===== config.mk =====
export PLATFORM = sky130hd
export DESIGN_NAME = filter_backend_output_stage
export DESIGN_NICKNAME = d
export VERILOG_FILES = /design/src/common/backend_pkg.sv /design/src/rtl/stats_monitor.sv /design/src/rtl/backend_shifter.sv /design/src/rtl/filter_backend_output_stage.sv
export SDC_FILE = /design/constraint.sdc
export NUM_CORES = 1
export LEC_CHECK = 0
export BUFFER_PORTS_ARGS = -buffer_cell sky130_fd_sc_hd__buf_2
export CELL_PAD_IN_SITES_DETAIL_PLACEMENT = 0
export CELL_PAD_IN_SITES_GLOBAL_PLACEMENT = 1
export CORE_MARGIN = 2
export CORE_UTILIZATION = 25
export CTS_BUF_LIST = sky130_fd_sc_hd__clkbuf_2 sky130_fd_sc_hd__clkbuf_4 sky130_fd_sc_hd__clkbuf_8
export CTS_CLUSTER_DIAMETER = 100
export DETAILED_ROUTE_END_ITERATION = 8
export MAX_ROUTING_LAYER = met4
export PLACE_DENSITY_LB_ADDON = 0.1
export SLEW_MARGIN = 20
export SYNTH_ARGS = -nofsm -noshare
export SYNTH_HDL_FRONTEND = slang
export SYNTH_SLANG_ARGS = --single-unit

===== constraint.sdc =====
create_clock -name core_clk -period 10.77 [get_ports core_clk]
set_clock_uncertainty 0.1 [all_clocks]
set_input_delay 0 -clock core_clk [delete_from_list [all_inputs] [get_ports core_clk]]
set_output_delay 0 -clock core_clk [all_outputs]
set_load 0.05 [all_outputs]

===== src/common/backend_pkg.sv =====
// Shared constants and carriers for the filter back-end output stage.
// Assumes a single clock domain and a byte-wide register write port.
package backend_pkg;
  localparam int DATA_W     = 22;
  localparam int LUT_W      = 27;
  localparam int REG_ADDR_W = 2;
  // Register indices on the byte-wide control port
  localparam logic [1:0] ADDR_STATS = 2'h1;
  localparam logic [1:0] ADDR_LUTPS = 2'h2;
  localparam logic [1:0] ADDR_NORM  = 2'h3;
  // Writable bit masks; reserved positions read as zero
  localparam logic [7:0] MASK_STATS = 8'h03;
  localparam logic [7:0] MASK_LUTPS = 8'h7f;
  localparam logic [7:0] MASK_NORM  = 8'hfe;
  localparam logic [7:0] RESET_VAL  = 8'h00;
  // Field positions
  localparam int STATIC_BIT  = 1;
  localparam int GREATER_BIT = 0;
  localparam int PASS_LO_BIT = 6;
  localparam int PASS_HI_BIT = 5;
  localparam int PRESC_LSB   = 0;
  localparam int NORM_LSB    = 3;
  localparam int DYN_BIT     = 2;
  localparam int FEED_BIT    = 1;
  localparam int SHIFT_W     = 5;
  localparam int PRESC_MAX   = 16;
  localparam int NORM_MIN    = -2;
  localparam int NORM_MAX    = 14;
  localparam int DYN_LSB     = 22;
  localparam int LO_LSB      = 0;
  localparam int HI_LSB      = 14;

  typedef struct packed {
    logic                  wr;
    logic [REG_ADDR_W-1:0] addr;
    logic [7:0]            wdata;
  } reg_req_t;

  typedef struct packed {
    logic       static_thr;
    logic       greater;
    logic       pass_lo;
    logic       pass_hi;
    logic [4:0] presc;
    logic [4:0] norm;
    logic       dyn_norm;
    logic       lut_feed;
  } ctrl_t;
endpackage


===== src/rtl/stats_monitor.sv =====
// Statistics monitor: comparator, over/undershoot counter and extremum register.
// Assumes samples arrive with a valid strobe in the core clock domain.
`timescale 1ns/10ps
module stats_monitor #(
  parameter int W     = 22,
  parameter int CNT_W = 16
) (
  input  wire logic                core_clk,
  input  wire logic                rst_b,
  input  wire logic                clk_en,
  input  wire logic                sample_vld,
  input  wire logic signed [W-1:0] sample,
  input  wire logic                static_thr,
  input  wire logic                greater,
  input  wire logic                clear,
  output logic signed [W-1:0]      extremum_register_q,
  output logic [CNT_W-1:0]         hit_count_q
);
  logic hit;

  // Both comparator senses against the stored threshold
  assign hit = sample_vld && (greater ? (sample > extremum_register_q)
                                      : (sample < extremum_register_q));

  always_ff @(posedge core_clk) begin
    if (!rst_b) begin
      hit_count_q <= '0;
    end else if (clk_en) begin
      if (hit) begin
        hit_count_q <= hit_count_q + 1'b1;
      end else if (clear) begin
        hit_count_q <= '0;
      end
    end
  end

  always_ff @(posedge core_clk) begin
    if (!rst_b) begin
      extremum_register_q <= '0;
    end else if (clk_en) begin
      // A hit in static mode leaves the threshold alone
      if (hit && !static_thr) begin
        extremum_register_q <= sample;
      end
    end
  end
endmodule // stats_monitor


===== src/rtl/backend_shifter.sv =====
// Prescaler and normaliser shifters of the back end.
// Purely combinational; the caller registers only the normaliser result, after the output adder.
`timescale 1ns/10ps
module backend_shifter #(
  parameter int W = 22
) (
  input  wire logic signed [W-1:0] presc_in,
  input  wire logic [4:0]          presc_sh,
  input  wire logic signed [W-1:0] norm_in,
  input  wire logic [4:0]          norm_sh,
  output logic signed [W-1:0]      presc_out,
  output logic signed [W-1:0]      norm_out
);
  import backend_pkg::*;
  logic signed [5:0] nsh;

  // Values above sixteen are undefined; the hardware simply shifts further
  assign presc_out = presc_in >>> presc_sh;

  assign nsh = 6'(signed'(norm_sh));
  always_comb begin
    if (nsh < 6'(NORM_MIN) || nsh > 6'(NORM_MAX)) begin
      norm_out = '0;
    end else if (nsh[5]) begin
      norm_out = norm_in <<< (6'd0 - nsh);
    end else begin
      norm_out = norm_in >>> nsh;
    end
  end
endmodule // backend_shifter


===== src/rtl/filter_backend_output_stage.sv =====
// Back end of the multiply-accumulate filter: cascade adder, statistics monitor,
// look-up prescaler, normaliser, output adder and cascade output multiplexer.
// Assumes the mac array result, cascade input and look-up table data arrive
// synchronous to core_clk; registers are written over a byte-wide host port.
//
// Function
// With static threshold set, a comparator hit only increments the counter.
// With static threshold clear, a hit loads the cascade sum as threshold and increments the counter.
// The greater bit picks greater-than or less-than, giving the four monitor modes.
// Reserved control bits read back zero and software writes them as zero; the bench writes random values with bit 7 set to check the masks.
// Low-byte pass puts the selected table byte on cascade output bits 7..0.
// High-byte pass puts the selected table byte on cascade output bits 21..14.
// The prescaler arithmetically right-shifts by its 0..16 field.
// Software keeps the prescaler field within 0..16.
// The normaliser count is two's complement, right when positive, from -2 to +14.
// A normaliser count outside -2..+14 yields zero.
// Dynamic normalisation takes the count from table bits 26..22.
// The output adder's second input is zero or table bits 21..0 by the feed bit.
// The zero-cascade bit feeds zero to the cascade adder instead of cascade data.
// While the table belongs to the memory interface its output is zero and the register count is used.
// All control fields reset to zero.
`timescale 1ns/10ps
module filter_backend_output_stage
  import backend_pkg::*;
#(
  parameter int W     = backend_pkg::DATA_W,
  parameter int CNT_W = 16
) (
  input  wire logic                          core_clk,
  input  wire logic                          rst_b,
  input  wire logic                          clk_en,
  input  wire backend_pkg::reg_req_t         reg_req,
  input  wire logic [backend_pkg::REG_ADDR_W-1:0] rd_addr,
  input  wire logic                          sample_vld,
  input  wire logic signed [W-1:0]           mac_result,
  input  wire logic signed [W-1:0]           cascade_in,
  input  wire logic                          zero_cascade,
  input  wire logic                          lut_enable,
  input  wire logic [backend_pkg::LUT_W-1:0] lut_data,
  input  wire logic [7:0]                    lut_byte,
  input  wire logic                          stats_clear,
  output logic [7:0]                         rd_data_q,
  output logic signed [W-1:0]                cascade_out_q,
  output logic                               cascade_vld_q,
  output logic signed [W-1:0]                extremum_q,
  output logic [CNT_W-1:0]                   hit_count_q
);
  import backend_pkg::*;

  logic [7:0]                stats_ctl_q;
  logic [7:0]                lutps_ctl_q;
  logic [7:0]                norm_ctl_q;
  ctrl_t                     ctl;
  logic signed [W-1:0]       casc_sel;
  logic signed [W-1:0]       casc_sum;
  logic [LUT_W-1:0]          lut_eff;
  logic signed [W-1:0]       presc_out;
  logic signed [W-1:0]       norm_out;
  logic [4:0]                norm_sh;
  logic signed [W-1:0]       adder_b;
  logic signed [W-1:0]       out_sum;
  logic signed [W-1:0]       mux_out;
  logic signed [W-1:0]       ext_w;
  logic [CNT_W-1:0]          cnt_w;

  function automatic logic [7:0] reg_mask(input logic [REG_ADDR_W-1:0] a);
    case (a)
      ADDR_STATS: reg_mask = MASK_STATS;
      ADDR_LUTPS: reg_mask = MASK_LUTPS;
      ADDR_NORM:  reg_mask = MASK_NORM;
      default:    reg_mask = 8'h00;
    endcase
  endfunction

  // Register writes; reserved bits are never stored
  always_ff @(posedge core_clk) begin
    if (!rst_b) begin
      stats_ctl_q <= RESET_VAL;
      lutps_ctl_q <= RESET_VAL;
      norm_ctl_q  <= RESET_VAL;
    end else if (clk_en && reg_req.wr) begin
      case (reg_req.addr)
        ADDR_STATS: stats_ctl_q <= reg_req.wdata & reg_mask(ADDR_STATS);
        ADDR_LUTPS: lutps_ctl_q <= reg_req.wdata & reg_mask(ADDR_LUTPS);
        ADDR_NORM:  norm_ctl_q  <= reg_req.wdata & reg_mask(ADDR_NORM);
        default: ;
      endcase
    end
  end

  always_ff @(posedge core_clk) begin
    if (!rst_b) begin
      rd_data_q <= 8'h00;
    end else if (clk_en) begin
      case (rd_addr)
        ADDR_STATS: rd_data_q <= stats_ctl_q & reg_mask(ADDR_STATS);
        ADDR_LUTPS: rd_data_q <= lutps_ctl_q & reg_mask(ADDR_LUTPS);
        ADDR_NORM:  rd_data_q <= norm_ctl_q & reg_mask(ADDR_NORM);
        default:    rd_data_q <= 8'h00;
      endcase
    end
  end

  always_comb begin
    ctl.static_thr = stats_ctl_q[STATIC_BIT];
    ctl.greater    = stats_ctl_q[GREATER_BIT];
    ctl.pass_lo    = lutps_ctl_q[PASS_LO_BIT];
    ctl.pass_hi    = lutps_ctl_q[PASS_HI_BIT];
    ctl.presc      = lutps_ctl_q[PRESC_LSB +: SHIFT_W];
    ctl.norm       = norm_ctl_q[NORM_LSB +: SHIFT_W];
    ctl.dyn_norm   = norm_ctl_q[DYN_BIT];
    ctl.lut_feed   = norm_ctl_q[FEED_BIT];
  end

  assign casc_sel = zero_cascade ? '0 : cascade_in;
  assign casc_sum = W'(mac_result + casc_sel);

  // Table held by the memory interface gives zero to the data path
  assign lut_eff = lut_enable ? lut_data : '0;
  assign norm_sh = (ctl.dyn_norm && lut_enable) ? lut_eff[DYN_LSB +: SHIFT_W]
                                                : ctl.norm;
  assign adder_b = ctl.lut_feed ? W'(lut_eff[W-1:0]) : '0;

  backend_shifter #(
    .W (W)
  ) u_shift (
    .presc_in  (casc_sum),
    .presc_sh  (ctl.presc),
    .norm_in   (casc_sum),
    .norm_sh   (norm_sh),
    .presc_out (presc_out),
    .norm_out  (norm_out)
  );

  // The prescaled value is what addresses the table outside; it does not enter
  // the output adder, which sums the normaliser result and the feed input.
  assign out_sum = W'(norm_out + adder_b);

  always_comb begin
    mux_out = out_sum;
    if (ctl.pass_lo) begin
      mux_out[LO_LSB +: 8] = lut_enable ? lut_byte : 8'h00;
    end
    if (ctl.pass_hi) begin
      mux_out[HI_LSB +: 8] = lut_enable ? lut_byte : 8'h00;
    end
  end

  always_ff @(posedge core_clk) begin
    if (!rst_b) begin
      cascade_out_q <= '0;
      cascade_vld_q <= 1'b0;
    end else if (clk_en) begin
      cascade_out_q <= mux_out;
      cascade_vld_q <= sample_vld;
    end
  end

  stats_monitor #(
    .W     (W),
    .CNT_W (CNT_W)
  ) u_stats (
    .core_clk            (core_clk),
    .rst_b               (rst_b),
    .clk_en              (clk_en),
    .sample_vld          (sample_vld),
    .sample              (casc_sum),
    .static_thr          (ctl.static_thr),
    .greater             (ctl.greater),
    .clear               (stats_clear),
    .extremum_register_q (ext_w),
    .hit_count_q         (cnt_w)
  );

  // Wires straight from the monitor's flip-flops
  assign extremum_q  = ext_w;
  assign hit_count_q = cnt_w;

  // Unused here except as a debug tap: the prescaled value feeds the table address
  logic unused_presc;
  assign unused_presc = ^presc_out;
endmodule // filter_backend_output_stage


# Word level (Yosys, flattened, before mapping)
# Cells that the tools add are included.
[word_totals] output_inout_bits=69 in_bits=99 word_cells=49 ff_bits=85
[op_classes] muxes=13 shift=2 order_cmp=4 eq_ne=6 add_sub_neg=4 reduce_logical=12
[ops] cell="2-to-1 mux 22 bit" n=4
[ops] cell="adder 22 bit" n=2
[ops] cell="2-to-1 mux 16 bit" n=2
[ops] cell="2-to-1 mux 27 bit" n=1
[ops] cell="2-to-1 mux 8 bit" n=3
[ops] cell="case mux 8 bit (3 select lines)" n=1
[ops] cell="> comparator 22 bit" n=1
[ops] cell="less-than comparator 22 bit" n=1
[ops] cell="<<< shifter 22 x 6 -> 22 bit" n=1
[ops] cell=">>> shifter 22 x 6 -> 22 bit" n=1
[ops] cell="adder 16 x 1 -> 16 bit (second input constant)" n=1
[ops] cell="AND reduction 2 bit" n=5
[ops] cell="== test 2 bit (second input constant)" n=4
[ops] cell="subtractor 1 x 5 -> 6 bit (first input constant)" n=1
[ops] cell="> comparator 5 bit (second input constant)" n=1
[ops] cell="less-than comparator 5 x 2 -> 1 bit (second input constant)" n=1
[ops] cell="2-to-1 mux 5 bit" n=1
[ops] cell="== test 2 x 1 -> 1 bit (second input constant)" n=2
[ops] cell="logical AND 1 bit" n=4
[ops] cell="nonzero test 2 bit" n=1
[ops] cell="logical NOT 1 bit" n=1
[ops] cell="logical OR 1 bit" n=1
[ops] cell="2-to-1 mux 1 bit" n=1

# Longest topological paths before layout
[logic_depth] ltp_word=8 depth_mapped=31 ltp_nobuf=30

# Modules after synthesis
# A second synthesis with hierarchy kept.
[unflattened] cells_unflattened=1289 hier_area_um2=10472.5
[modules_own_cells] mod="filter_backend_output_stage" instances=1 area_per_inst_um2=4516.8 cells_each=575 seq_area_each_um2=940.9
[modules_own_cells] mod="backend_shifter" instances=1 area_per_inst_um2=3364.5 cells_each=388 seq_area_each_um2=0.0
[modules_own_cells] mod="stats_monitor" instances=1 area_per_inst_um2=2591.2 cells_each=326 seq_area_each_um2=760.7

# Least setup slack after synthesis
# No wires, ideal clock.
[synth_timing] path_type="register to register" from="reg norm_ctl_q[2]" to="reg cascade_out_q[21]" t_arrival_ns=5.450 slack_ns=5.084 setup_ns=0.135 path_buffers=5 path_stages_with_launch=28 t_required_ns=10.535 period_less_slack_ns=5.686 cell_sequence="dfxtp_1 nand2_1 mux2_2 inv_2 buf_2 buf_2 buf_2 ha_1 inv_1 clkbuf_1 clkbuf_1 o211ai_1 o21ai_0 nand2_1 nand3_1 a21oi_1 a221o_1 ha_1 nand2_1 or2_2 nor3b_1 nor2_1 a21boi_0 and2_1 nor2_1 a211o_1 nor4_1 o32ai_1"
[synth_via] elab_chain_cells=8 word_cells_on_any_way=12 cone_classes="add/sub: 2; order compare: 2; shift: 2; mux: 4; reduce/logical: 2"
[synth_lines] element="start, declared" line="filter_backend_output_stage.sv:52" rtl="logic [7:0] norm_ctl_q;"
[synth_lines] element="start signal, assigned" line="filter_backend_output_stage.sv:85" rtl="ADDR_NORM: norm_ctl_q <= reg_req.wdata & reg_mask(ADDR_NORM);"
[synth_lines] element="logical AND 1 bit *" line="filter_backend_output_stage.sv:120" rtl="assign norm_sh = (ctl.dyn_norm && lut_enable) ? lut_eff[DYN_LSB +: SHIFT_W]"
[synth_lines] element="2-to-1 mux 5 bit *" line="filter_backend_output_stage.sv:120"
[synth_lines] element="subtractor 1 x 5 -> 6 bit" line="backend_shifter.sv:25" rtl="norm_out = norm_in <<< (6'd0 - nsh);"
[synth_lines] element="<<< shifter 22 x 6 -> 22 bit" line="backend_shifter.sv:25"
[synth_lines] element="2-to-1 mux 22 bit" line="backend_shifter.sv:24" rtl="end else if (nsh[5]) begin"
[synth_lines] element="2-to-1 mux 22 bit *" line="backend_shifter.sv:22" rtl="if (nsh < 6'(NORM_MIN) || nsh > 6'(NORM_MAX)) begin"
[synth_lines] element="adder 22 bit *" line="filter_backend_output_stage.sv:137" rtl="assign out_sum = W'(norm_out + adder_b);"
[synth_lines] element="2-to-1 mux 8 bit *" line="filter_backend_output_stage.sv:144" rtl="if (ctl.pass_hi) begin"
[synth_lines] element="end signal, assigned" line="filter_backend_output_stage.sv:154" rtl="cascade_out_q <= mux_out;"
[synth_lines] element="end, declared" line="filter_backend_output_stage.sv:43" rtl="output logic signed [W-1:0] cascade_out_q,"
# Mark *: on every way between the ends. The rest lies on a longest branch, timed or not.
# A chain may end at the register's enable or synchronous reset.

# Worst setup path in the final report
[layout_timing] from="reg norm_ctl_q[2]" to="reg cascade_out_q[17]"
# The elaborated chain is that of the path after synthesis.

==> results.txt <==
----------------------------------------------------
[Floorplan]
  Initial Util ... 25.5%
  Standard cell core area ... 33600 um2
  Number of rows in the core area ... 67
  Total die area ... 35700 um2
  Floorplan die height ... 189 um
  Die outline width ... 189 um
  I/O pin total ... 168

[Timing]
  Final Max Slew Viols ... 0
  Transition time of the tightest slew-check pin ... 1.04 ns
  Unrepaired setup endpoints after global routing ... false
  Final setup fails ... 0
  Worst relative slew slack ... between 30% and 40%
  Final-layout setup total negative slack ... 0 ns
  Hold Violations, Final ... 0
  Minimum setup slack in the final design ... 4.20 ns
  Final cycle utilization of the critical path ... 61.0%
  Peak clock frequency supported by timing ... ~0.15 GHz
  Crit path time final ... between 6 and 7 ns

[Clock network]
  Hold-fix buffers, CTS ... 32
  Post-cts resize count ... 0
  Clock network latency to the later pin of the worst-skew pair ... 0.39 ns
  Buffer cell driving the clock tree root ... sky130_fd_sc_hd__clkbuf_8
  Inserted Clock Buffers ... 9
  CTS Buffer Depth ... 2
  Count of clock tree sinks ... between 80 and 90
  Number of H-tree levels ... 3
  CTS tree ... yes
  Number of setup buffers added after CTS ... 0
  CTS clk-pin slew, worst paths ... 0.11 ns

[Layout]
  Proportion of layout cells with a drive suffix above 1 ... around 18%
  Diode count ... 0
  Area added between synthesis and finish ... 20.5%
  Final nets ... roughly 1500
  Commonest non-fill, non-tap cells in the layout ... 167 x sky130_fd_sc_hd__buf_2, 116 x sky130_fd_sc_hd__nand2_1, 116 x sky130_fd_sc_hd__nor2_1
  Most frequent standard cell in the layout excluding fill and tap cells ... sky130_fd_sc_hd__buf_2
  Post-layout instance area ... 10300 um2

[Synth]
  Top cell type by total area after synthesis ... sky130_fd_sc_hd__dfxtp_1
  Number of unique standard cell types used by synthesis ... 74
  Synth Warn # ... 0
  Total nets after synthesis ... 1319
  Dominant cells by area after synthesis ... sky130_fd_sc_hd__dfxtp_1 20%, sky130_fd_sc_hd__ha_1 9.6%, sky130_fd_sc_hd__mux2i_1 7.3%, sky130_fd_sc_hd__a21oi_1 5.8%, sky130_fd_sc_hd__nand2_1 5.1%
  Cells after Synth ... 1152
  Number of enable flip-flop cells after synthesis ... 0
  Syn Area/Cell ... 7.43 um2
  Fraction of registers with async set or reset after synthesis ... 0%
  Area of the mapped netlist ... 8560 um2
  Primary flip-flop cell chosen by synthesis mapping ... sky130_fd_sc_hd__dfxtp_1
  Area share of the leading cell type in the synthesized netlist ... 19.9%
  Sequential share of the synthesized area ... 19.9%
  Register bit total from synthesis ... 85

[Worst setup path]
  Arrival time worst endpoint ... 6.77 ns
  Type of the setup path with the least slack ... register to register
  Reg-to-reg critical path startpoint ... norm_ctl_q[2]$_SDFFE_PN0P_
  Longest individual stage delay on the worst path ... 0.66 ns
  Max Fanout on Critical Path ... 25
  Worst Path Required ... ~11 ns
  Startpoint Class ... register
  Count of cells along the worst register-to-register path ... 20
  Reg-to-reg endpoint ... cascade_out_q[17]$_SDFFE_PN0P_
  Cell-by-cell listing of the critical path ... nand2_1 -> mux2_2 -> inv_1 -> ha_1 -> inv_1 -> mux4_2 -> o21ai_0 -> a21oi_1 -> o22ai_1 -> ha_1 -> nand3_1 -> or2_2 -> nor3b_1 -> nor2_1 -> a21boi_0 -> xnor2_1 -> nor2_1 -> a31oi_1 -> a21oi_1 -> dlygate4sd3_1
  Critical path launch point ... norm_ctl_q[2]$_SDFFE_PN0P_
  Cell with the largest stage delay on the worst path ... sky130_fd_sc_hd__mux2_2
  Worst reg-to-reg setup slack ... 4.20 ns
  Kind of end point of the critical path ... register

[Worst hold path]
  End point of the worst hold path ... cascade_out_q[4]$_SDFFE_PN0P_
  Class of the tightest hold or removal check ... input pin to register
  Hold path depth ... 3
  Worst Hold Launch ... lut_enable

[Global routing]
  Wire length of the first global-routing pass ... just over 50000 um
  Pin count of the biggest net entering global routing ... 54
  Residual overflow from global routing ... 0
  Antenna violations before repair ... 0
  Number of global-route vias before repair ... between 8000 and 9000
  Aggregate global-route resource usage ... 18.8%

[Placed design]
  Final weighted congestion in routability-driven placement ... 0.880
  Area post-placement ... ~9800 um2
  Count of input and output buffers ... 167
  Worst setup timing slack at the placement stage ... around 4.1 ns
  Placed wire-length estimate ... 25800 um

[Power and ir drop]
  Total power density per cell area ... 117 nW/um2
  Total power draw ... 0.00121 W
  Max IR drop VDD ... ~55 uV
  Leakage power figure ... ~4.6 nW

[Status]
  Run status ... complete, no violations

[Drt]
  Wirelength, routed ... 32700 um
  Post-route DRC violation count ... 0
  Via density per instance ... 5.09
  Drt initial violations ... between 600 and 700
  DRT antenna net count ... 0
  Routed wire per std cell ... 18.5 um
  Initial DRT Pass Iterations ... 5
  Total vias in the final route ... 8993

[Flow run]
  Max Cap Violations ... 0

----------------------------------------------------
metrics by stage:
stage | util, % | std cells | hold WS, ns
after global routing | 30.7 | 1768 | 0.118
after global placement | 29.2 | 1721 | 0.151
final | 30.7 | 1768 | 0.117
after detailed placement | 29.2 | 1721 | 0.158
after floorplan | - | 1152 | 0.0360
after CTS | 30.7 | 1768 | 0.0790
metal layers:
layer	share of wire (%)	wire [um]	global-route usage (%)	vias to the layer above
li1	-	-	-	4537
met1	49	15900	25.1	4232
met2	45	14800	29.7	197
met3	4.5	1460	2.89	27
met4	1.6	518	4.69	0
met5	0	0	-	-
critical path: cells and delay by family, from the launching register on:
kind	cells	cell delay, ns
buffers and inverters	3	1.59
AO/OA/AOI/OAI	6	1.19
multiplexers	2	1.10
AND/OR/NAND/NOR	6	1.05
adder cells (fa/ha/maj)	2	0.80
flip-flops	1	0.38
XOR/XNOR	1	0.24
registers in the layout, indices dropped and copies added (netlist names):
name and cells:
norm_ctl_q 7, cascade_out_q 22, lutps_ctl_q 7, cascade_vld_q 1, u_stats.hit_count_q 16, rd_data_q 8, u_stats.extremum_register_q 22, stats_ctl_q 2
cells in the mapped netlist, types with 13 or more instances:
master,number
sky130_fd_sc_hd__xnor2_1,22
sky130_fd_sc_hd__mux2_2,13
sky130_fd_sc_hd__o21ai_0,64
sky130_fd_sc_hd__mux2i_1,62
sky130_fd_sc_hd__nand2_1,116
sky130_fd_sc_hd__nor3_1,21
sky130_fd_sc_hd__and3_1,29
sky130_fd_sc_hd__ha_1,66
sky130_fd_sc_hd__nor2_1,116
sky130_fd_sc_hd__nand3_1,56
sky130_fd_sc_hd__a21o_1,24
sky130_fd_sc_hd__dfxtp_1,85
sky130_fd_sc_hd__a21oi_1,99
sky130_fd_sc_hd__nand2b_1,13
sky130_fd_sc_hd__o211ai_1,22
sky130_fd_sc_hd__inv_1,45
sky130_fd_sc_hd__a211oi_1,20
sky130_fd_sc_hd__nor2b_1,33
sky130_fd_sc_hd__clkbuf_1,49
how the worst max path moves through the flow:
stage,to,slack [ns],depth (start not counted)
floorplan,cascade_out_q[21]$_SDFFE_PN0P_,5.08,27
detailed placement,cascade_out_q[21]$_SDFFE_PN0P_,4.15,21
global route,cascade_out_q[17]$_SDFFE_PN0P_,3.60,20
finish,cascade_out_q[17]$_SDFFE_PN0P_,4.20,20
global placement,cascade_out_q[21]$_SDFFE_PN0P_,4.29,22
CTS,cascade_out_q[17]$_SDFFE_PN0P_,4.21,20
cell families (layout without fill, tap and decap cells):
family,after synthesis,after routing,share of synthesized area [%]
simple gates,432,432,24.0
buf+inv,111,279,5.13
fa+ha+maj,68,68,10.1
flops,85,85,19.9
compound gates,339,339,25.8
xor+xnor,33,33,3.64
mux,84,84,11.4
area by class of cell:
cell class,instances,area [um2]
Clock buffer,9,124
Tap cell,448,561
Sequential cell,85,1700
Multi-Input combinational cell,956,6430
Clock inverter,6,47.5
Timing Repair Buffer,214,1270
Inverter,50,188
Fill cell,3698,23300
power by group:
group / switching, W / total [W] / leakage, nW / internal, W
combinational: 0.000407 / 0.000632 / 3.81 / 0.000225
clock: 0.000138 / 0.000223 / 0.0861 / 0.0000847
sequential: 0.0000160 / 0.000351 / 0.693 / 0.000335
total: 0.000561 / 0.00121 / 4.59 / 0.000644
No activity file was read; power rests on OpenSTA's default activity.
